[src/sbw_pkg.sv]
package sbw_pkg;
  localparam int unsigned ADDR_W = 12;
  localparam int unsigned BANK_W = 4;

  localparam logic [5:0] OPCODE_VALUE = 6'h16;
  localparam int unsigned OPC_MSB = 15;
  localparam int unsigned OPC_LSB = 10;
  localparam int unsigned DEST_BIT = 9;
  localparam int unsigned BANK_BIT = 8;
  localparam int unsigned FIELD_MSB = 7;

  localparam logic [7:0] ILO_LIMIT = 8'h5F;
  localparam logic [7:0] ACCESS_SPLIT = 8'h80;
  localparam logic [BANK_W-1:0] ACCESS_LOW_PAGE = 4'h0;
  localparam logic [BANK_W-1:0] ACCESS_HIGH_PAGE = 4'hF;

  localparam logic [7:0] ACC_RESET = 8'h00;
  localparam logic [15:0] WORD_RESET = 16'h0000;
  localparam logic [ADDR_W-1:0] ADDR_RESET = 12'h000;

  typedef enum logic [2:0] {
    S_IDLE,
    S_DECODE,
    S_READ,
    S_PROCESS,
    S_WRITE
  } sbw_state_t;
endpackage

[src/sbw_sub_alu.sv]
`timescale 1ns/1ps
`default_nettype none
module sbw_sub_alu
  import sbw_pkg::*;
(
  input  wire logic [7:0] byte_in,   // addressed byte
  input  wire logic [7:0] acc_in,    // accumulator
  input  wire logic       carry_in,  // carry, inverted borrow
  output logic      [7:0] result,    // difference
  output logic            neg,       // negative
  output logic            ovf,       // signed overflow
  output logic            carry,     // no borrow
  output logic            dcarry,    // no borrow from low nibble
  output logic            zero       // zero result
);
  logic [8:0] full_sum;
  logic [4:0] low_sum;

  // byte + ~acc + carry is byte - acc - !carry
  assign full_sum = {1'b0, byte_in} + {1'b0, ~acc_in} + {8'h00, carry_in}; // RULE1
  assign low_sum  = {1'b0, byte_in[3:0]} + {1'b0, ~acc_in[3:0]} + {4'h0, carry_in};
  assign result   = full_sum[7:0];
  assign carry    = full_sum[8]; // RULE8
  assign dcarry   = low_sum[4]; // RULE8
  assign neg      = full_sum[7];
  assign zero     = (full_sum[7:0] == 8'h00);
  assign ovf      = (byte_in[7] != acc_in[7]) && (full_sum[7] != byte_in[7]);
endmodule
`default_nettype wire

[src/sbw_exec.sv]
// Operation
// [RULE1] result is byte minus accumulator minus not-carry
// [RULE2] destination bit zero writes accumulator only
// [RULE3] destination bit one writes byte back
// [RULE4] bank bit zero uses access bank
// [RULE5] bank bit one uses bank select register
// [RULE6] extended set, low fields use indexed offset
// [RULE7] decode six-bit opcode, d, a, field
// [RULE8] update negative, overflow, carry, digit carry, zero
// [RULE9] four phases: decode, read, process, write
`timescale 1ns/1ps
`default_nettype none
module sbw_exec
  import sbw_pkg::*;
(
  input  wire logic              clk_sys,              // 25 MHz core clock
  input  wire logic              rst_n,                // async reset, active low
  input  wire logic              clk_en,               // freezes all state when low
  input  wire logic              instr_valid,          // instruction word offered
  input  wire logic [15:0]       instr_word,           // program word
  input  wire logic              ext_instr_set_en,     // extended instruction set on
  input  wire logic [BANK_W-1:0] bank_select_register, // bank for banked access
  input  wire logic [ADDR_W-1:0] index_pointer,        // base for indexed offset
  input  wire logic              acc_load_en,          // load accumulator from outside
  input  wire logic [7:0]        acc_load_data,        // value for accumulator load
  input  wire logic              carry_load_en,        // load carry from outside
  input  wire logic              carry_load_data,      // value for carry load
  input  wire logic [7:0]        mem_rd_data,          // data memory read data
  output logic      [ADDR_W-1:0] mem_addr,             // data memory address
  output logic                   mem_rd_en,            // read strobe
  output logic                   mem_wr_en,            // write strobe
  output logic      [7:0]        mem_wr_data,          // write data
  output logic      [7:0]        acc,                  // accumulator
  output logic                   flag_negative,        // negative flag
  output logic                   overflow_flag,        // overflow flag
  output logic                   flag_carry,           // carry flag
  output logic                   digit_carry_flag,     // digit carry flag
  output logic                   flag_zero,            // zero flag
  output logic                   busy,                 // instruction in flight
  output logic                   done                  // one-cycle completion pulse
);
  sbw_state_t        state;
  logic [15:0]       word;
  logic [7:0]        operand;
  logic [7:0]        result;
  logic              res_n;
  logic              res_ov;
  logic              res_c;
  logic              res_dc;
  logic              res_z;
  logic [ADDR_W-1:0] next_addr;
  logic [7:0]        alu_result;
  logic              alu_n;
  logic              alu_ov;
  logic              alu_c;
  logic              alu_dc;
  logic              alu_z;
  logic              opcode_hit;
  logic              dest_bit;
  logic              bank_bit;
  logic [7:0]        field;

  assign opcode_hit = (instr_word[OPC_MSB:OPC_LSB] == OPCODE_VALUE); // RULE7
  assign dest_bit   = word[DEST_BIT]; // RULE7
  assign bank_bit   = word[BANK_BIT]; // RULE7
  assign field      = word[FIELD_MSB:0]; // RULE7

  always_comb
  begin
    next_addr = {ACCESS_LOW_PAGE, field};
    if (bank_bit)
      next_addr = {bank_select_register, field}; // RULE5
    else if (ext_instr_set_en && (field <= ILO_LIMIT))
      next_addr = index_pointer + {ACCESS_LOW_PAGE, field}; // RULE6
    else if (field >= ACCESS_SPLIT)
      next_addr = {ACCESS_HIGH_PAGE, field}; // RULE4
    else
      next_addr = {ACCESS_LOW_PAGE, field}; // RULE4
  end

  sbw_sub_alu u_alu (
    .byte_in  (operand),
    .acc_in   (acc),
    .carry_in (flag_carry),
    .result   (alu_result),
    .neg      (alu_n),
    .ovf      (alu_ov),
    .carry    (alu_c),
    .dcarry   (alu_dc),
    .zero     (alu_z)
  );

  // phase sequencer; other opcodes are left to the rest of the core
  always_ff @(posedge clk_sys or negedge rst_n)
  begin
    if (!rst_n)
      state <= S_IDLE;
    else if (clk_en)
    begin
      case (state)
        S_IDLE:    if (instr_valid && opcode_hit) state <= S_DECODE; // RULE7
        S_DECODE:  state <= S_READ; // RULE9
        S_READ:    state <= S_PROCESS; // RULE9
        S_PROCESS: state <= S_WRITE; // RULE9
        S_WRITE:   state <= S_IDLE; // RULE9
        default:   state <= S_IDLE;
      endcase
    end
  end

  always_ff @(posedge clk_sys or negedge rst_n)
  begin
    if (!rst_n)
      word <= WORD_RESET;
    else if (clk_en && (state == S_IDLE) && instr_valid && opcode_hit)
      word <= instr_word;
  end

  always_ff @(posedge clk_sys or negedge rst_n)
  begin
    if (!rst_n)
    begin
      mem_addr  <= ADDR_RESET;
      mem_rd_en <= 1'b0;
    end
    else if (clk_en)
    begin
      mem_rd_en <= (state == S_DECODE); // RULE9
      if (state == S_DECODE)
        mem_addr <= next_addr;
    end
  end

  // memory answers in the same cycle as the read strobe
  always_ff @(posedge clk_sys or negedge rst_n)
  begin
    if (!rst_n)
      operand <= ACC_RESET;
    else if (clk_en && (state == S_READ))
      operand <= mem_rd_data; // RULE9
  end

  always_ff @(posedge clk_sys or negedge rst_n)
  begin
    if (!rst_n)
    begin
      result <= ACC_RESET;
      res_n  <= 1'b0;
      res_ov <= 1'b0;
      res_c  <= 1'b0;
      res_dc <= 1'b0;
      res_z  <= 1'b0;
    end
    else if (clk_en && (state == S_PROCESS))
    begin
      result <= alu_result; // RULE1
      res_n  <= alu_n;
      res_ov <= alu_ov;
      res_c  <= alu_c;
      res_dc <= alu_dc;
      res_z  <= alu_z;
    end
  end

  always_ff @(posedge clk_sys or negedge rst_n)
  begin
    if (!rst_n)
    begin
      mem_wr_en   <= 1'b0;
      mem_wr_data <= ACC_RESET;
    end
    else if (clk_en)
    begin
      mem_wr_en <= (state == S_WRITE) && dest_bit; // RULE3
      if ((state == S_WRITE) && dest_bit)
        mem_wr_data <= result; // RULE3
    end
  end

  // own write wins over an outside load in the same cycle
  always_ff @(posedge clk_sys or negedge rst_n)
  begin
    if (!rst_n)
      acc <= ACC_RESET;
    else if (clk_en)
    begin
      if ((state == S_WRITE) && !dest_bit)
        acc <= result; // RULE2
      else if (acc_load_en)
        acc <= acc_load_data;
    end
  end

  always_ff @(posedge clk_sys or negedge rst_n)
  begin
    if (!rst_n)
    begin
      flag_negative    <= 1'b0;
      overflow_flag    <= 1'b0;
      flag_carry       <= 1'b0;
      digit_carry_flag <= 1'b0;
      flag_zero        <= 1'b0;
    end
    else if (clk_en)
    begin
      if (state == S_WRITE)
      begin
        flag_negative    <= res_n; // RULE8
        overflow_flag    <= res_ov; // RULE8
        flag_carry       <= res_c; // RULE8
        digit_carry_flag <= res_dc; // RULE8
        flag_zero        <= res_z; // RULE8
      end
      else if (carry_load_en)
        flag_carry <= carry_load_data;
    end
  end

  always_ff @(posedge clk_sys or negedge rst_n)
  begin
    if (!rst_n)
    begin
      busy <= 1'b0;
      done <= 1'b0;
    end
    else if (clk_en)
    begin
      done <= (state == S_WRITE); // RULE9
      if ((state == S_IDLE) && instr_valid && opcode_hit)
        busy <= 1'b1;
      else if (state == S_WRITE)
        busy <= 1'b0;
    end
  end
endmodule
`default_nettype wire

[config.mk]
export PLATFORM = sky130hd
export DESIGN_NAME = sbw_exec
export DESIGN_NICKNAME = d
export VERILOG_FILES = /design/src/sbw_pkg.sv /design/src/sbw_sub_alu.sv /design/src/sbw_exec.sv
export SDC_FILE = /design/constraint.sdc
export NUM_CORES = 1
export LEC_CHECK = 0
export ABC_CLOCK_PERIOD_IN_PS = 2800
export BUFFER_PORTS_ARGS = -buffer_cell sky130_fd_sc_hd__buf_2
export CORE_ASPECT_RATIO = 0.7
export CORE_MARGIN = 4
export CORE_UTILIZATION = 53
export DETAILED_ROUTE_END_ITERATION = 8
export GPL_TIMING_DRIVEN = 0
export PLACE_DENSITY = 0.8
export SLEW_MARGIN = 20
export SYNTH_ARGS = -nofsm -noshare
export SYNTH_HDL_FRONTEND = slang
export SYNTH_SLANG_ARGS = --single-unit
[constraint.sdc]
create_clock -name clk_sys -period 2.8 [get_ports clk_sys]
set_clock_uncertainty 0.05 [all_clocks]
set_input_delay 0.28 -clock clk_sys [delete_from_list [all_inputs] [get_ports clk_sys]]
set_output_delay 0.28 -clock clk_sys [all_outputs]
set_load 0.05 [all_outputs]
==> impl_results.md <==
* Largest net degree at the start of global routing at 51
* PwrDens at between 900 and 1000 nW/µm²
* Overall power at about 4.4 mW
* Power Internal at 2.397 mW
* Slew headroom at between 40 and 50%
* Post-Syn Area at roughly 3700 µm²
* Clock-pin slew on the worst setup and hold paths at approximately 0.080 ns
* Syn Area/Cell at 10.15 µm²
* DIE AREA at about 8400 µm²
* Worst vdd ir at roughly 0.44 mV
* Met2 routed WL at 4186 µm
* Clock share of power at between 10% and 20%
* Crit path max fanout at 3
* Synth Warn # at 0
* CTS tree: yes
* Setup Viol. Count Final at 0
* Ys flop type: dfrtp_1
* Die Y at approximately 78 µm
* Crit path DAT at approximately 2.7 ns
* Worst flop-to-flop path endpoint: res_z
* Hold Crit Endpoint: operand[1]
* Routability cong. at just under 1
* Setup crit start kind: register
* RSZ-0062 raised after global routing: no
* CP Capture Type: register
* Hold depth at 3
* Final nets at approximately 540
* Max-cap viol count at 0
* Final Hold Viols at 0
* Initial Util at between 50 and 60%
* Synth unique cells at between 40 and 50
* DP HPWL at about 7000 µm
* Initial DRC Count at 143
* HP Start: mem_rd_data[1]
* Mapped Nets at about 440
* Number of global-route vias before repair at roughly 3000
* WL/cell at 16.05 µm
* Placed cell count at 550
* CTS H-tree depth at 3
* Share of the yosys chip area belonging to registers at about 48%
* Vias at ~3100
* GRT Util Overall at between 20 and 25%
* WL met1 at 4051 µm
* Initial antenna violation count at 0
* Share of post-route cells with drive strength above 1 at between 30% and 40%
* FF-to-FF setup slack at about 0.28 ns
* Reg-to-reg startpoint: acc[0]
* Root buffer cell: clkbuf_8
* Final period utilization at about nine tenths
* Combinational share of power at between 40% and 50%
* Area grow syn2layout at 21.54%
* Fin Setup TNS at 0 ns
* # hold bufs at CTS at 1
* WL met3 at 768 µm
* Number of vias per cell at 5.423
* Clock sinks at 70
* Drt first pass iters at 4
* Clk buf depth at 2
* FP Rows at 25
* Min Clock Period, post-route at 2.516 ns
* Status: finished clean
* Buffers on Ports at 92
* Core area at approximately 6800 µm²
* Slew Viols, Final at 0
* Flop pwr share at 35.4%
* Drt total wl at slightly above 9000 µm
* Max Clock Freq at 397.5 MHz
* Hold WC Path Type: in2reg
* Sw Share at roughly 45%
* Sw power at between 1.5 and 2 mW
* Top Layer Used: met4
* Post-CTS setup buffer count at 0
* EDFF count, synth at 0
* DRC Markers at 0
* Asr flop ratio synth at between 90% and 100%
* # diodes at 0
* Post-synthesis register bit count at 70
* Reg2reg path depth at 8
* Die W at roughly 110 µm
* Post-cts sizing count at 0
* Grt total ovfl at 0
* Worst-Margin Slew at 0.7629 ns
* Clock latency on the worst-skew pair at between 0.3 and 0.4 ns
* Post-synthesis cell count at approximately 360
* I/O pins at just over 90
* Leakage power at between 2 and 2.5 nW
* Setup Crit Path Kind: reg2reg
* First-pass GRT wire length at 14840 µm
* Required @ worst endpoint at about 3.0 ns
* Num CTS Buffers at 9
* Cell Count, Final, Fillers Out at roughly 570
* Antenna Violating Nets Remaining at 0
## cell usage in the layout (no fill, tap or decap), types with 10 or more instances in the layout
| cell | instances |
|---|---|
| a21oi_1 | 26 |
| buf_2 | 93 |
| clkbuf_8 | 10 |
| dfrtp_1 | 70 |
| ha_1 | 15 |
| inv_1 | 21 |
| mux2_2 | 20 |
| nand2_1 | 36 |
| nor2_1 | 31 |
| o21ai_0 | 29 |
## critical path, cell delays in order (launching register included)
cell,delay (ns)
dfrtp_1,0.43
fa_1,0.48
fa_1,0.42
nor2b_1,0.21
o31ai_1,0.14
a21oi_1,0.20
xnor2_1,0.17
nand2_1,0.08
o31ai_1,0.24
## synthesized netlist by cell type, types with 6 or more instances
library cell	n	area (µm²)
mux2_2	20	225.2
dfrtp_1	70	1752
nand3_1	8	40.04
ha_1	15	187.7
o21ai_0	29	145.1
nor2_1	31	116.4
a21oi_1	26	130.1
mux2_4	9	135.1
inv_1	21	78.83
nor2b_1	8	50.05
nand2_1	36	135.1
o21a_1	6	45.04
clkbuf_1	8	30.03
o22ai_1	9	56.30
## registers in the layout, indices dropped and copies added, names as in the netlist
name and count:
result 8, res_dc 1, res_ov 1, flag_negative 1
mem_rd_en 1, flag_zero 1, mem_wr_en 1, busy 1
flag_carry 1, mem_wr_data 8, res_c 1, acc 8
state 3, operand 8, res_z 1, overflow_flag 1
word 10, mem_addr 12, done 1, digit_carry_flag 1
## power groups by stage
stage / combinational [mW] / sequential (mW) / clock (mW)
6_report: 2.12 / 1.56 / 0.722
5_1_grt: 2.32 / 1.60 / 0.795
4_1_cts: 2.13 / 1.55 / 0.741
3_5_place_dp: 2.12 / 1.57 / 0
3_3_place_gp: 2.04 / 1.56 / 0
2_1_floorplan: 1.07 / 2.06 / 0
## how the worst max path moves through the flow
stage	endpoint	depth (start not counted)	slack (ns)	startpoint
after floorplan	res_z	9	0.28	flag_carry
after global placement	res_z	9	0.42	flag_carry
after detailed placement	res_z	8	0.32	acc[0]
after CTS	res_z	8	0.29	acc[0]
after global routing	res_z	8	0.16	acc[0]
final	res_z	8	0.28	acc[0]
## cells by family (layout without fill, tap and decap cells)
family                     count (synthesis)  in the layout  share of synthesized area [%]
muxes                                     30             30                          10.05
buffers and inverters                     33            143                          3.668
adders and majority gates                 18             18                          6.726
AOI/OAI and AO/OA                         98             98                          16.10
xor gates and xnor gates                  10             10                          2.378
DFF                                       70             70                          47.55
and+or+nand+nor                          104            104                          13.52
## metrics by stage
step / hold WS [ns] / utilization (%) / setup WS, ns / cell area, µm²
after detailed placement: 0.1427 / 63.52 / 0.3239 / 4292
final: 0.09417 / 66.26 / 0.2842 / 4477
after global routing: 0.09503 / 66.26 / 0.1552 / 4477
after floorplan: -0.06559 / - / 0.2763 / 3684
after CTS: 0.08874 / 66.26 / 0.2921 / 4477
after global placement: 0.4084 / 63.07 / 0.4200 / 4262
## final cells by class
type,instances,area [µm²]
Buffer,12,56.30
Clock buffer,10,137.6
Clock inverter,6,37.54
Fill cell,563,2280
Inverter,21,78.83
Multi-Input combinational cell,260,1797
Sequential cell,70,1752
Tap cell,94,117.6
Timing Repair Buffer,94,500.5
## per-layer routing
layer  vias to the layer above  GRT usage [%]
met5                         -              0
met4                         0          6.179
met3                         9          6.318
met2                        99          34.37
met1                      1469          33.28
li1                       1498              -
No activity file was read; power rests on OpenSTA's default activity.
